`config.mk`:
```
export PLATFORM = sky130hd
export DESIGN_NAME = motor_setpoint_selector
export DESIGN_NICKNAME = d
export VERILOG_FILES = /design/src/core/motor_setpoint_pkg.sv /design/src/core/motor_setpoint_selector.sv /design/src/core/level_sync.sv /design/src/core/linear_scaler.sv
export VERILOG_INCLUDE_DIRS = /design/src /design/src/core
export SDC_FILE = /design/constraint.sdc
export NUM_CORES = 2
export LEC_CHECK = 0
export CORE_AREA = 2 2 250 302
export CTS_CLUSTER_SIZE = 10
export DETAILED_ROUTE_END_ITERATION = 8
export DIE_AREA = 0 0 252 304
export DONT_BUFFER_PORTS = 1
export SYNTH_ARGS = -nofsm -noshare
export SYNTH_HDL_FRONTEND = slang
export SYNTH_HIERARCHICAL = 1
export SYNTH_SLANG_ARGS = --single-unit
```
`constraint.sdc`:
```
create_clock -name clk_sys_i -period 12.85 [get_ports clk_sys_i]
set_input_delay 0.6425 -clock clk_sys_i [delete_from_list [all_inputs] [get_ports clk_sys_i]]
set_output_delay 0.6425 -clock clk_sys_i [all_outputs]
set_load 0.05 [all_outputs]
```
`src/core/motor_setpoint_defines.svh`:
```
// Offsets, field positions, reset values and timing counts of the selector
`ifndef MOTOR_SETPOINT_DEFINES_SVH
`define MOTOR_SETPOINT_DEFINES_SVH

// Register indices; byte address is index times four
`define REG_SP1 4'h0
`define REG_SP2 4'h1
`define REG_SP3 4'h2
`define REG_SP4 4'h3
`define REG_PRI_SP_UNITS 4'h4
`define REG_SEC_SP_UNITS 4'h5
`define REG_PRI_DISP_UNITS 4'h6
`define REG_PPR 4'h7
`define REG_MAX_RPM 4'h8
`define REG_STATUS 4'h9
`define REG_SPEED_CMD 4'ha
`define REG_TACH 4'hb
`define REG_FB_RPM 4'hc
`define CFG_REGS 9

// Field layout of the units registers: value low, decimal position above
`define UNITS_DP_LSB 16
`define UNITS_DP_MSB 17
`define MASK_VALUE 32'h0000_ffff
`define MASK_UNITS 32'h0003_ffff

// Factory values: RPM scaling, 60 pulses per turn, ratio 1.000
`define RST_SETPOINT 32'h0000_0000
`define RST_PRI_UNITS 32'h0000_07d0
`define RST_SEC_UNITS 32'h0003_03e8
`define RST_PPR 32'h0000_003c
`define RST_MAX_RPM 32'h0000_07d0

// Seconds per minute, for pulse frequency to RPM
`define SEC_PER_MIN 16'h003c

// AXI responses
`define RESP_OKAY 2'h0
`define RESP_SLVERR 2'h2

// Control update period
`define UPDATE_TIME_US 100
`define CLK_FREQ_MHZ 100
`define UPDATE_CYCLES (`UPDATE_TIME_US * `CLK_FREQ_MHZ)

// Divider iterations of the scaler
`define DIV_STEPS 6'h20

`endif

```
`src/core/motor_setpoint_pkg.sv`:
```
// Types shared by the setpoint selector files
package motor_setpoint_pkg;
  typedef logic [15:0] value_t;
  typedef logic [1:0] sp_idx_t;
  typedef enum logic [1:0] {CALC_IDLE, CALC_RPM, CALC_CMD, CALC_TACH}
    calc_state_t;
endpackage

```
`src/core/motor_setpoint_selector.sv`:
```
// Setpoint selection, display and speed scaling with an AXI4-Lite slave
`timescale 1ns/1ps
`include "motor_setpoint_defines.svh"
module motor_setpoint_selector #(
  parameter int UPDATE_CYCLES = `UPDATE_CYCLES
) (
  input wire logic clk_sys_i,
  input wire logic sys_rst_i,
  // AXI4-Lite slave
  input wire logic [31:0] s_axi_awaddr,
  input wire logic s_axi_awvalid,
  output logic s_axi_awready,
  input wire logic [31:0] s_axi_wdata,
  input wire logic [3:0] s_axi_wstrb,
  input wire logic s_axi_wvalid,
  output logic s_axi_wready,
  output logic [1:0] s_axi_bresp,
  output logic s_axi_bvalid,
  input wire logic s_axi_bready,
  input wire logic [31:0] s_axi_araddr,
  input wire logic s_axi_arvalid,
  output logic s_axi_arready,
  output logic [31:0] s_axi_rdata,
  output logic [1:0] s_axi_rresp,
  output logic s_axi_rvalid,
  input wire logic s_axi_rready,
  // Discrete inputs; mode and presets low when shorted to common, key high when held
  input wire logic mode_sel_n_i,
  input wire logic primary_preset_n_i,
  input wire logic secondary_preset_n_i,
  input wire logic set_speed_key_i,
  // Measured frequencies in Hz
  input wire motor_setpoint_pkg::value_t feedback_freq_i,
  input wire motor_setpoint_pkg::value_t ext_ref_freq_i,
  // Display and control outputs
  output motor_setpoint_pkg::value_t display_value_o,
  output logic [1:0] display_dp_o,
  output logic setpoint_shown_o,
  output motor_setpoint_pkg::sp_idx_t active_setpoint_o,
  output logic secondary_mode_o,
  output logic preset_led_o,
  output motor_setpoint_pkg::value_t speed_command_o,
  output motor_setpoint_pkg::value_t tach_value_o
);
  import motor_setpoint_pkg::*;

  logic [2:0] sync_out; // Synchronised mode, preset levels
  logic mode_n_s, pri_pre_n_s, sec_pre_n_s;
  logic [31:0] cfg_reg [`CFG_REGS]; // Writable parameter words
  logic aw_got, w_got, aw_got_nxt, w_got_nxt;
  logic [3:0] aw_idx; // Latched write index
  logic aw_fire, w_fire, wr_fire, b_fire, ar_fire, r_fire;
  logic awready_reg, wready_reg, bvalid_reg, arready_reg, rvalid_reg;
  logic [1:0] bresp_reg, rresp_reg;
  logic [31:0] wdata_reg, rdata_reg;
  logic [3:0] wstrb_reg;
  sp_idx_t sel_next, active_reg; // Operative setpoint index
  logic sec_mode_reg, preset_reg;
  value_t active_sp; // Value of the operative setpoint
  value_t disp_reg, cmd_reg, tach_reg, rpm_reg;
  logic [1:0] dp_reg;
  logic shown_reg;
  logic [15:0] tick_cnt;
  logic tick;
  calc_state_t state_reg;
  logic scl_start;
  value_t scl_a, scl_b, scl_c, scl_res;
  logic scl_done;

  // Mode and presets cross into the clock domain before use
  level_sync #(.WIDTH(3)) u_sync (
    .clk_sys_i(clk_sys_i),
    .sys_rst_i(sys_rst_i),
    .level_i({mode_sel_n_i, primary_preset_n_i, secondary_preset_n_i}),
    .level_o(sync_out)
  );
  assign {mode_n_s, pri_pre_n_s, sec_pre_n_s} = sync_out;

  // Write byte lanes, then keep only implemented field bits
  function automatic logic [31:0] merge(input logic [31:0] old,
    input logic [31:0] data, input logic [3:0] strb, input logic [3:0] idx);
    logic [31:0] m;
    logic [31:0] res;
    m = {{8{strb[3]}}, {8{strb[2]}}, {8{strb[1]}}, {8{strb[0]}}};
    res = (old & ~m) | (data & m);
    if (idx >= `REG_PRI_SP_UNITS && idx <= `REG_PRI_DISP_UNITS)
      merge = res & `MASK_UNITS;
    else
      merge = res & `MASK_VALUE;
  endfunction

  // Handshake decode
  assign aw_fire = s_axi_awvalid && awready_reg;
  assign w_fire = s_axi_wvalid && wready_reg;
  assign wr_fire = aw_got && w_got && !bvalid_reg;
  assign b_fire = bvalid_reg && s_axi_bready;
  assign ar_fire = s_axi_arvalid && arready_reg;
  assign r_fire = rvalid_reg && s_axi_rready;
  assign aw_got_nxt = aw_fire || (aw_got && !b_fire);
  assign w_got_nxt = w_fire || (w_got && !b_fire);

  // Address and data are taken in either order, one write in flight
  always_ff @(posedge clk_sys_i)
  begin
    if (sys_rst_i)
    begin
      aw_got <= 1'b0;
      w_got <= 1'b0;
      awready_reg <= 1'b0;
      wready_reg <= 1'b0;
      aw_idx <= 4'h0;
      wdata_reg <= 32'h0000_0000;
      wstrb_reg <= 4'h0;
    end
    else
    begin
      aw_got <= aw_got_nxt;
      w_got <= w_got_nxt;
      awready_reg <= !aw_got_nxt;
      wready_reg <= !w_got_nxt;
      if (aw_fire)
        aw_idx <= s_axi_awaddr[5:2];
      if (w_fire)
      begin
        wdata_reg <= s_axi_wdata;
        wstrb_reg <= s_axi_wstrb;
      end
    end
  end

  // Write response; unmapped or read-only words answer SLVERR
  always_ff @(posedge clk_sys_i)
  begin
    if (sys_rst_i)
    begin
      bvalid_reg <= 1'b0;
      bresp_reg <= `RESP_OKAY;
    end
    else if (wr_fire)
    begin
      bvalid_reg <= 1'b1;
      bresp_reg <= (aw_idx < 4'(`CFG_REGS)) ? `RESP_OKAY : `RESP_SLVERR;
    end
    else if (b_fire)
      bvalid_reg <= 1'b0;
  end

  // Parameter store; only a bus write changes it, never the mode pins
  always_ff @(posedge clk_sys_i)
  begin
    if (sys_rst_i)
    begin
      for (int i = 0; i < 4; i++)
        cfg_reg[i] <= `RST_SETPOINT;
      cfg_reg[`REG_PRI_SP_UNITS] <= `RST_PRI_UNITS;
      cfg_reg[`REG_SEC_SP_UNITS] <= `RST_SEC_UNITS;
      cfg_reg[`REG_PRI_DISP_UNITS] <= `RST_PRI_UNITS;
      cfg_reg[`REG_PPR] <= `RST_PPR;
      cfg_reg[`REG_MAX_RPM] <= `RST_MAX_RPM;
    end
    else if (wr_fire && aw_idx < 4'(`CFG_REGS))
      cfg_reg[aw_idx] <= merge(cfg_reg[aw_idx], wdata_reg, wstrb_reg,
        aw_idx);
  end

  // Read channel; answer one cycle after the address is taken
  always_ff @(posedge clk_sys_i)
  begin
    if (sys_rst_i)
    begin
      arready_reg <= 1'b0;
      rvalid_reg <= 1'b0;
      rdata_reg <= 32'h0000_0000;
      rresp_reg <= `RESP_OKAY;
    end
    else
    begin
      arready_reg <= !(ar_fire || (rvalid_reg && !r_fire));
      if (ar_fire)
      begin
        rvalid_reg <= 1'b1;
        rresp_reg <= `RESP_OKAY;
        case (s_axi_araddr[5:2])
          `REG_STATUS:
            rdata_reg <= {28'h000_0000, active_reg, sec_mode_reg,
              preset_reg};
          `REG_SPEED_CMD: rdata_reg <= {16'h0000, cmd_reg};
          `REG_TACH: rdata_reg <= {16'h0000, tach_reg};
          `REG_FB_RPM: rdata_reg <= {16'h0000, rpm_reg};
          default:
          begin
            if (s_axi_araddr[5:2] < 4'(`CFG_REGS))
              rdata_reg <= cfg_reg[s_axi_araddr[5:2]];
            else
            begin
              // Unmapped words read zero with an error
              rdata_reg <= 32'h0000_0000;
              rresp_reg <= `RESP_SLVERR;
            end
          end
        endcase
      end
      else if (r_fire)
        rvalid_reg <= 1'b0;
    end
  end

  // Mode pin picks the pair, that mode's preset picks within it
  always_comb
  begin
    if (mode_n_s)
      sel_next = pri_pre_n_s ? 2'h0 : 2'h1;
    else
      sel_next = sec_pre_n_s ? 2'h2 : 2'h3;
  end

  // Selection registered every cycle, so a synchronised pin change acts on the next edge
  always_ff @(posedge clk_sys_i)
  begin
    if (sys_rst_i)
    begin
      active_reg <= 2'h0;
      sec_mode_reg <= 1'b0;
      preset_reg <= 1'b0;
    end
    else
    begin
      active_reg <= sel_next;
      sec_mode_reg <= !mode_n_s;
      preset_reg <= sel_next[0];
    end
  end

  // Stored values are indexed, so switching modes never rewrites them
  assign active_sp = cfg_reg[active_reg][15:0];

  // Key held: operative setpoint; otherwise the tach reading
  always_ff @(posedge clk_sys_i)
  begin
    if (sys_rst_i)
    begin
      disp_reg <= 16'h0000;
      dp_reg <= 2'h0;
      shown_reg <= 1'b0;
    end
    else if (set_speed_key_i)
    begin
      disp_reg <= active_sp;
      dp_reg <= active_reg[1] ?
        cfg_reg[`REG_SEC_SP_UNITS][`UNITS_DP_MSB:`UNITS_DP_LSB] :
        cfg_reg[`REG_PRI_SP_UNITS][`UNITS_DP_MSB:`UNITS_DP_LSB];
      shown_reg <= 1'b1;
    end
    else
    begin
      disp_reg <= tach_reg;
      dp_reg <= cfg_reg[`REG_PRI_DISP_UNITS][`UNITS_DP_MSB:`UNITS_DP_LSB];
      shown_reg <= 1'b0;
    end
  end

  // Control update enable; far longer than the three scaler runs
  assign tick = (tick_cnt == 16'(UPDATE_CYCLES - 1));
  always_ff @(posedge clk_sys_i)
  begin
    if (sys_rst_i || tick)
      tick_cnt <= 16'h0000;
    else
      tick_cnt <= tick_cnt + 16'h0001;
  end

  // Shared scaler runs RPM, then command, then tach, per update
  always_ff @(posedge clk_sys_i)
  begin
    if (sys_rst_i)
    begin
      state_reg <= CALC_IDLE;
      scl_start <= 1'b0;
      scl_a <= 16'h0000;
      scl_b <= 16'h0000;
      scl_c <= 16'h0000;
      rpm_reg <= 16'h0000;
      cmd_reg <= 16'h0000;
      tach_reg <= 16'h0000;
    end
    else
    begin
      scl_start <= 1'b0;
      case (state_reg)
        CALC_IDLE:
        begin
          if (tick)
          begin
            // RPM = Hz * 60 / pulses per revolution
            scl_a <= feedback_freq_i;
            scl_b <= `SEC_PER_MIN;
            scl_c <= cfg_reg[`REG_PPR][15:0];
            scl_start <= 1'b1;
            state_reg <= CALC_RPM;
          end
        end
        CALC_RPM:
        begin
          if (scl_done)
          begin
            rpm_reg <= scl_res;
            scl_a <= active_sp;
            scl_start <= 1'b1;
            if (sec_mode_reg)
            begin
              // Follower: ratio times reference over ratio units
              scl_b <= ext_ref_freq_i;
              scl_c <= cfg_reg[`REG_SEC_SP_UNITS][15:0];
            end
            else
            begin
              // Master: units value maps to maximum feedback RPM
              scl_b <= cfg_reg[`REG_MAX_RPM][15:0];
              scl_c <= cfg_reg[`REG_PRI_SP_UNITS][15:0];
            end
            state_reg <= CALC_CMD;
          end
        end
        CALC_CMD:
        begin
          if (scl_done)
          begin
            cmd_reg <= scl_res;
            scl_a <= rpm_reg;
            scl_b <= cfg_reg[`REG_PRI_DISP_UNITS][15:0];
            scl_c <= cfg_reg[`REG_MAX_RPM][15:0];
            scl_start <= 1'b1;
            state_reg <= CALC_TACH;
          end
        end
        CALC_TACH:
        begin
          if (scl_done)
          begin
            tach_reg <= scl_res;
            state_reg <= CALC_IDLE;
          end
        end
        default: state_reg <= CALC_IDLE;
      endcase
    end
  end

  linear_scaler u_scaler (
    .clk_sys_i(clk_sys_i),
    .sys_rst_i(sys_rst_i),
    .start_i(scl_start),
    .a_i(scl_a),
    .b_i(scl_b),
    .c_i(scl_c),
    .done_o(scl_done),
    .result_o(scl_res)
  );

  // Outputs, all straight from flops
  assign s_axi_awready = awready_reg;
  assign s_axi_wready = wready_reg;
  assign s_axi_bvalid = bvalid_reg;
  assign s_axi_bresp = bresp_reg;
  assign s_axi_arready = arready_reg;
  assign s_axi_rvalid = rvalid_reg;
  assign s_axi_rdata = rdata_reg;
  assign s_axi_rresp = rresp_reg;
  assign display_value_o = disp_reg;
  assign display_dp_o = dp_reg;
  assign setpoint_shown_o = shown_reg;
  assign active_setpoint_o = active_reg;
  assign secondary_mode_o = sec_mode_reg;
  assign preset_led_o = preset_reg;
  assign speed_command_o = cmd_reg;
  assign tach_value_o = tach_reg;
endmodule

```
`src/core/level_sync.sv`:
```
// Two-flop synchroniser for a group of slow level inputs
`timescale 1ns/1ps
module level_sync #(
  parameter int WIDTH = 1
) (
  input wire logic clk_sys_i,
  input wire logic sys_rst_i,
  input wire logic [WIDTH-1:0] level_i,
  output logic [WIDTH-1:0] level_o
);
  // First stage feeds only the second stage
  logic [WIDTH-1:0] meta_reg;
  logic [WIDTH-1:0] sync_reg;

  // Inputs idle high (open switch), so reset to all ones
  always_ff @(posedge clk_sys_i)
  begin
    if (sys_rst_i)
    begin
      meta_reg <= '1;
      sync_reg <= '1;
    end
    else
    begin
      meta_reg <= level_i;
      sync_reg <= meta_reg;
    end
  end

  assign level_o = sync_reg;
endmodule

```
`src/core/linear_scaler.sv`:
```
// Sequential a*b/c scaler with saturation to 16 bits
`timescale 1ns/1ps
`include "motor_setpoint_defines.svh"
module linear_scaler (
  input wire logic clk_sys_i,
  input wire logic sys_rst_i,
  input wire logic start_i,
  input wire logic [15:0] a_i,
  input wire logic [15:0] b_i,
  input wire logic [15:0] c_i,
  output logic done_o,
  output logic [15:0] result_o
);
  logic [31:0] quo_reg; // Dividend shifting out, quotient shifting in
  logic [16:0] rem_reg; // Partial remainder
  logic [15:0] div_reg; // Divisor held for the whole run
  logic [5:0] cnt_reg; // Steps left
  logic busy_reg;
  logic done_reg;
  logic [15:0] res_reg;
  logic [16:0] rem_sh;

  // One restoring step: bring down the next dividend bit
  assign rem_sh = {rem_reg[15:0], quo_reg[31]};

  // Start loads the product; a start while busy restarts the run
  always_ff @(posedge clk_sys_i)
  begin
    if (sys_rst_i)
    begin
      quo_reg <= 32'h0000_0000;
      rem_reg <= 17'h0_0000;
      div_reg <= 16'h0000;
      cnt_reg <= 6'h00;
      busy_reg <= 1'b0;
    end
    else if (start_i)
    begin
      quo_reg <= a_i * b_i;
      rem_reg <= 17'h0_0000;
      div_reg <= c_i;
      cnt_reg <= `DIV_STEPS;
      busy_reg <= 1'b1;
    end
    else if (busy_reg)
    begin
      if (rem_sh >= {1'b0, div_reg})
      begin
        rem_reg <= rem_sh - {1'b0, div_reg};
        quo_reg <= {quo_reg[30:0], 1'b1};
      end
      else
      begin
        rem_reg <= rem_sh;
        quo_reg <= {quo_reg[30:0], 1'b0};
      end
      cnt_reg <= cnt_reg - 6'h01;
      busy_reg <= (cnt_reg != 6'h01);
    end
  end

  // Result and done pulse; zero divisor or overflow saturates
  always_ff @(posedge clk_sys_i)
  begin
    if (sys_rst_i)
    begin
      done_reg <= 1'b0;
      res_reg <= 16'h0000;
    end
    else
    begin
      done_reg <= busy_reg && !start_i && (cnt_reg == 6'h01);
      if (busy_reg && !start_i && (cnt_reg == 6'h01))
      begin
        if (div_reg == 16'h0000 || quo_reg[30:15] != 16'h0000)
          res_reg <= 16'hffff;
        else
          res_reg <= {quo_reg[14:0], (rem_sh >= {1'b0, div_reg})};
      end
    end
  end

  assign done_o = done_reg;
  assign result_o = res_reg;
endmodule

```
Word level (Yosys, flattened, before mapping)
Memory sizes are Yosys's and may differ from the RTL's. A register that Yosys moved wholly into a read port is not among the register bits.
Index checks and enable logic that the tools add are counted.
- flip-flop bits (word level): 300
- memory bits (writable): 288
- output and inout bits: 96
- logic and storage cells: 170
- memories kept: 1
- add/subtract/negate cells: 3
- multipliers: 1
- magnitude comparators: 5
- equal/unequal tests: 14
- multiplexer cells: 61
- bitwise operators: 4
- reductions and logical operators: 43
- memory list (name ; words ; bits a word ; rd ports ; clocked after memory_dff ; write ports ; line ; text):
    cfg_reg ; 9 ; 32 ; 8 ; 2 ; 9 ; motor_setpoint_selector.sv:49 ; logic [31:0] cfg_reg [`CFG_REGS];
- operator list (cell ; count):
    16-bit 2-to-1 mux ; 14
    32-bit 2-to-1 mux ; 6
    16-bit case mux with 3 select lines ; 3
    32-bit case mux with 4 select lines ; 1
    18-bit AND ; 2
    16-bit by 16-bit multiplier with 32-bit output ; 1
    32-bit OR reduction ; 1
    2-bit 2-to-1 mux ; 11
    1-bit 2-to-1 mux ; 18
    18-bit 2-to-1 mux ; 1
    18-bit NOT ; 1
    18-bit bitwise OR ; 1
    17-bit by 16-bit greater-or-equal comparator with 1-bit output ; 1
    16-bit by 1-bit adder with 16-bit output (second input constant) ; 1
    16-bit by 14-bit == test with 1-bit output (second input constant) ; 1
    4-bit == test (second input constant) ; 4
    16-bit logical NOT ; 1
    16-bit nonzero test ; 1
    16-bit subtractor ; 1
    1-bit logical AND ; 14
    4-bit 2-to-1 mux ; 3
    6-bit 2-to-1 mux ; 2
    1-bit logical NOT ; 8
    4-bit < comparator (second input constant) ; 2
    other kinds (19) ; 32

Logic depth before layout (Yosys ltp)
- depth in word-level cells: 8
- gate-level depth with buffers: 23
- depth with buffers taken out: 22

Hierarchy
The synthesis kept the hierarchy.
- modules (own cells, without submodules) (module ; times used ; cells an instance ; area an instance (sq um)):
    motor_setpoint_selector ; 1 ; 2073 ; 23528.8
    linear_scaler ; 1 ; 1459 ; 12837.3
    level_sync ; 1 ; 12 ; 157.7

Least setup slack after synthesis
OpenSTA, ideal clock, no wires.
- path kind: register -> register
- from: reg scl_b[9]
- to: reg u_scaler.quo_reg[31]
- setup time: 0.136 ns
- arrival: 6.043 ns
- required time: 12.714 ns
- setup slack: 6.671 ns
- stages on the path, launching flop included: 22
- path buffers: 1
- clock period less this slack: 6.179 ns
- cell sequence: dfxtp_1 -> clkbuf_1 -> nand2_1 -> fa_1 -> inv_1 -> fa_1 -> inv_1 -> fa_1 -> inv_1 -> fa_1 -> fa_1 -> inv_1 -> fa_1 -> inv_1 -> ha_1 -> a21o_1 -> a2111oi_4 -> o41ai_1 -> or4b_1 -> a31oi_1 -> xnor2_1 -> a211oi_2
- cells in the longest elaborated chain, start to end: 2
- ends and longest elaborated chain (item ; line ; text):
    start, declared ; motor_setpoint_selector.sv:67 ; value_t scl_a, scl_b, scl_c, scl_res;
    start signal, assigned ; motor_setpoint_selector.sv:296 ; scl_b <= `SEC_PER_MIN;
    start signal, assigned ; motor_setpoint_selector.sv:312 ; scl_b <= ext_ref_freq_i;
    start signal, assigned ; motor_setpoint_selector.sv:318 ; scl_b <= cfg_reg[`REG_MAX_RPM][15:0];
    16-bit by 16-bit multiplier with 32-bit output ; linear_scaler.sv:39 ; quo_reg <= a_i * b_i;
    32-bit 2-to-1 mux ; linear_scaler.sv:37 ; else if (start_i)
    end signal, assigned ; linear_scaler.sv:39 ;
    end signal, assigned ; linear_scaler.sv:50 ; quo_reg <= {quo_reg[30:0], 1'b1};
    end signal, assigned ; linear_scaler.sv:55 ; quo_reg <= {quo_reg[30:0], 1'b0};
    end, declared ; linear_scaler.sv:14 ; logic [31:0] quo_reg;
No other way between the ends.
A chain may end at the register's enable or synchronous reset.

Final worst setup path
- from: reg scl_b[2]
- to: reg u_scaler.quo_reg[31]
The elaborated chain is that of the path after synthesis.

==> impl_metrics.json <==
{
  "status": "complete, no violations",
  "die-area_mm2": 0.0766,
  "port-buffer-count": 0,
  "regArea_mm2": 0.0144,
  "power.switching_w": 0.00142,
  "fin_nets": 4015,
  "cpMostUsedCell": "fa_1",
  "ys_warn_count": 6,
  "reg2reg_depth": 19,
  "cp_slowest_cell": "dfxtp_1",
  "p_sw_share_pct": 30.0,
  "synth_edf_count": 288,
  "seq_area_frac_synth_pct": 39.4,
  "clockRootBuffer": "clkbuf_16",
  "synthCells": 3544,
  "routed_wl_um": 117000,
  "fin_cells": 4557,
  "grt_util_met3_pct": 6.12,
  "reg2reg_from": "scl_b[2]",
  "fill_cells": 6596,
  "grt_pass1_vias": 28400,
  "path_buf_inv": 3,
  "min_path_cells": 1,
  "drt_iter0_markers": 2622,
  "wl_per_cell_um": 25.7,
  "cts_tree": "yes",
  "clk_path_buf_depth": 3,
  "grt_use_total_pct": 30.5,
  "crit_path_end_kind": "flip-flop",
  "hold_end": "wdata_reg[9]",
  "worst_pin_slew_ns": 1.34,
  "yosysUniqueCellTypes": 86,
  "cap_violations": 0,
  "dpl.hpwl_um": 83400,
  "gr-total-overflow": 0,
  "grt_pass1_wl_um": 176000,
  "vias": 28000,
  "critPathTopFamily": "adder cells",
  "multiInputGateArea_mm2": 0.0205,
  "p_comb_share_pct": 14.5,
  "layout_min_cycle_time_ns": 7.09,
  "dp.cells": 4428,
  "cts_sinks": 574,
  "globalplace.congestion": 0.921,
  "clock_latency_ns": 0.63,
  "slew_violations": 0,
  "coreArea_mm2": 0.0740,
  "rsz0062_at_grt": "false",
  "startpoint_type": "flip-flop",
  "rows": 110,
  "synthArstFlopShare_pct": 0,
  "regToRegEndpoint": "u_scaler/quo_reg[31]",
  "htree_levels": 3,
  "synth_ff_type": "edfxtp_1",
  "setup_viol": 0,
  "cts_buffers": 70,
  "hold_viol": 0,
  "via_per_inst": 6.15,
  "gr-usage-met2_pct": 51.4,
  "min-delay-start": "sys_rst_i",
  "worstPathRequired_ns": 13.33,
  "reg2reg_setup_slack_ns": 5.76,
  "p_clk_share_pct": 38.9,
  "finalPower_w": 0.00472,
  "path_clk_slew_ns": 0.06,
  "die_h_um": 304,
  "skew_ns": 0.0353,
  "grt_start_max_net_pins": 259,
  "peakVddDrop_v": 0.000103,
  "slew_headroom_pct": 11.0,
  "die_w_um": 252,
  "critPathKind": "flip-flop to flip-flop",
  "met1_usage_pct": 37.0,
  "intPower_w": 0.00330,
  "path_cells": "nand2_1, fa_1, fa_1, fa_1, inv_1, fa_1, fa_1, inv_1, fa_1, inv_1, ha_1, a21o_1, a21o_1, o22ai_1, o41ai_1, or4b_1, a31oi_1, xnor2_1, a211oi_2",
  "fin_area_mm2": 0.0396,
  "worstPathMaxFanout": 17,
  "cp.arrival_ns": 7.57,
  "dpl_cell_area_mm2": 0.0376,
  "top_usage_layer": "met2",
  "ant_nets": 0,
  "area_growth_pct": 8.53,
  "largest_reg_flops": 288,
  "seqPwrFrac_pct": 46.6,
  "synth_seq_cells": 574,
  "p_leak_nw": 15.3,
  "start_util_pct": 49.3,
  "powerDensity_mw_per_mm2": 119,
  "drive_above_1_share_pct": 8.79,
  "postCtsHoldBufs": 0,
  "drc": 0,
  "period_share_pct": 55.2,
  "cts_setup_buffers": 0,
  "fmax_mhz": 141,
  "io_pins": 239,
  "grt_antenna_before_repair": 13,
  "slowest_delay_ns": 0.88,
  "fin_util_pct": 53.5,
  "hp-class": "input pin to flip-flop",
  "first_pass_iters": 6,
  "crit_cells": 19,
  "synth.cell_area_mm2": 0.0365,
  "timing.setup.tns_ns": 0,
  "syn_area_per_cell_um2": 10.3,
  "cts_resized": 0
}
[routing by layer]
metal  vias up  routed length [um]
met5         -                  23
met4         4                6110
met3       289                9530
met2      1226               57500
met1     14000               44100
li1      12500                   -
[placed cells by master, fill, tap and decap left out, types with 10 or more instances in the layout]
master | synthesis | final
o221ai_1 | 23 | 23
nor2b_1 | 64 | 64
mux4_2 | 57 | 57
dfxtp_1 | 286 | 280
and2_1 | 129 | 130
ha_1 | 129 | 127
nor4_1 | 82 | 82
a22o_1 | 28 | 28
nand2_1 | 370 | 370
a22oi_1 | 47 | 47
inv_1 | 272 | 272
conb_1 | 1 | 154
nor2_1 | 183 | 183
clkbuf_16 | 0 | 72
and3_1 | 12 | 12
diode_2 | 0 | 10
a221oi_1 | 39 | 39
mux2_2 | 62 | 62
a21boi_0 | 16 | 16
edfxtp_1 | 288 | 288
nand4_1 | 26 | 26
o2111ai_1 | 17 | 17
xor2_1 | 21 | 21
nor3_1 | 45 | 44
nand2b_1 | 46 | 46
a21o_1 | 21 | 21
clkbuf_1 | 166 | 36
o221a_2 | 16 | 16
o41ai_2 | 11 | 10
a21oi_1 | 207 | 207
o31ai_1 | 14 | 14
o22ai_1 | 19 | 19
buf_4 | 23 | 54
mux2i_1 | 214 | 214
o21ai_0 | 82 | 82
a211oi_1 | 41 | 41
fa_1 | 195 | 195
nand3_1 | 30 | 30
xnor2_1 | 32 | 32
[power by group through the flow]
stage,combinational (W),clock (W),sequential (W)
2_1_floorplan,0.000479,0,0.00216
3_3_place_gp,0.000656,0,0.00222
3_5_place_dp,0.000666,0,0.00223
4_1_cts,0.000669,0.00186,0.00219
5_1_grt,0.000722,0.00193,0.00221
6_report,0.000684,0.00184,0.00220
[cell usage after synthesis, drive strengths merged, types with 57 or more instances]
library cell	number	area, um2
buf	108	552
ha	129	1610
fa	195	3900
nor4	83	526
clkbuf	167	628
mux4	57	1280
and2	130	813
mux2i	214	2140
mux2	62	698
nor2	183	687
nand2	371	1400
nor2b	64	400
o21ai	84	424
dfxtp	286	5730
a21oi	209	1060
edfxtp	288	8650
inv	272	1020
[worst reg2reg max path: cells and delay by family, from the launching register on]
family,cells,cell delay [ns]
AOI/OAI and AO/OA,6,1.42
xor gates and xnor gates,1,0.19
adders and majority gates,7,3.53
buffers and inverters,3,0.17
DFF,1,0.88
and+or+nand+nor,2,0.72
[area by class of cell]
cell class                      instances  share of cell area [%]
Antenna cell                           10                  0.0631
Clock buffer                          112                    5.03
Clock inverter                          7                   0.177
Inverter                              272                    2.58
Multi-Input combinational cell       2576                    51.8
Sequential cell                       574                    36.3
Tap cell                              952                    3.00
Timing Repair Buffer                   54                    1.02
[stage by stage]
step                setup slack (ns)  hold WS, ns
floorplan                       6.67        0.383
global placement                5.91        0.385
detailed placement              5.88        0.396
CTS                             5.87       0.0907
global route                    5.60        0.102
finish                          5.76        0.107
[logic make-up after synthesis]
| kind of cell | after synthesis | share of synthesized area (%) |
|---|---|---|
| AND/OR/NAND/NOR | 1049 | 14.2 |
| AO/OA/AOI/OAI | 663 | 12.8 |
| flip-flops | 574 | 39.4 |
| buffers and inverters | 547 | 6.03 |
| multiplexers | 333 | 11.3 |
| adder cells (fa/ha/maj) | 324 | 15.1 |
| XOR/XNOR | 53 | 1.27 |
| other | 1 | 0.0103 |
[how the worst max path moves through the flow]
stage | from | to
CTS | scl_a[5] | u_scaler/quo_reg[31]
global route | scl_a[8] | u_scaler/quo_reg[31]
finish | scl_b[2] | u_scaler/quo_reg[31]
detailed placement | scl_a[8] | u_scaler/quo_reg[31]
floorplan | scl_b[9] | u_scaler/quo_reg[31]
global placement | scl_a[5] | u_scaler/quo_reg[31]
No activity file was read; power rests on OpenSTA's default activity.
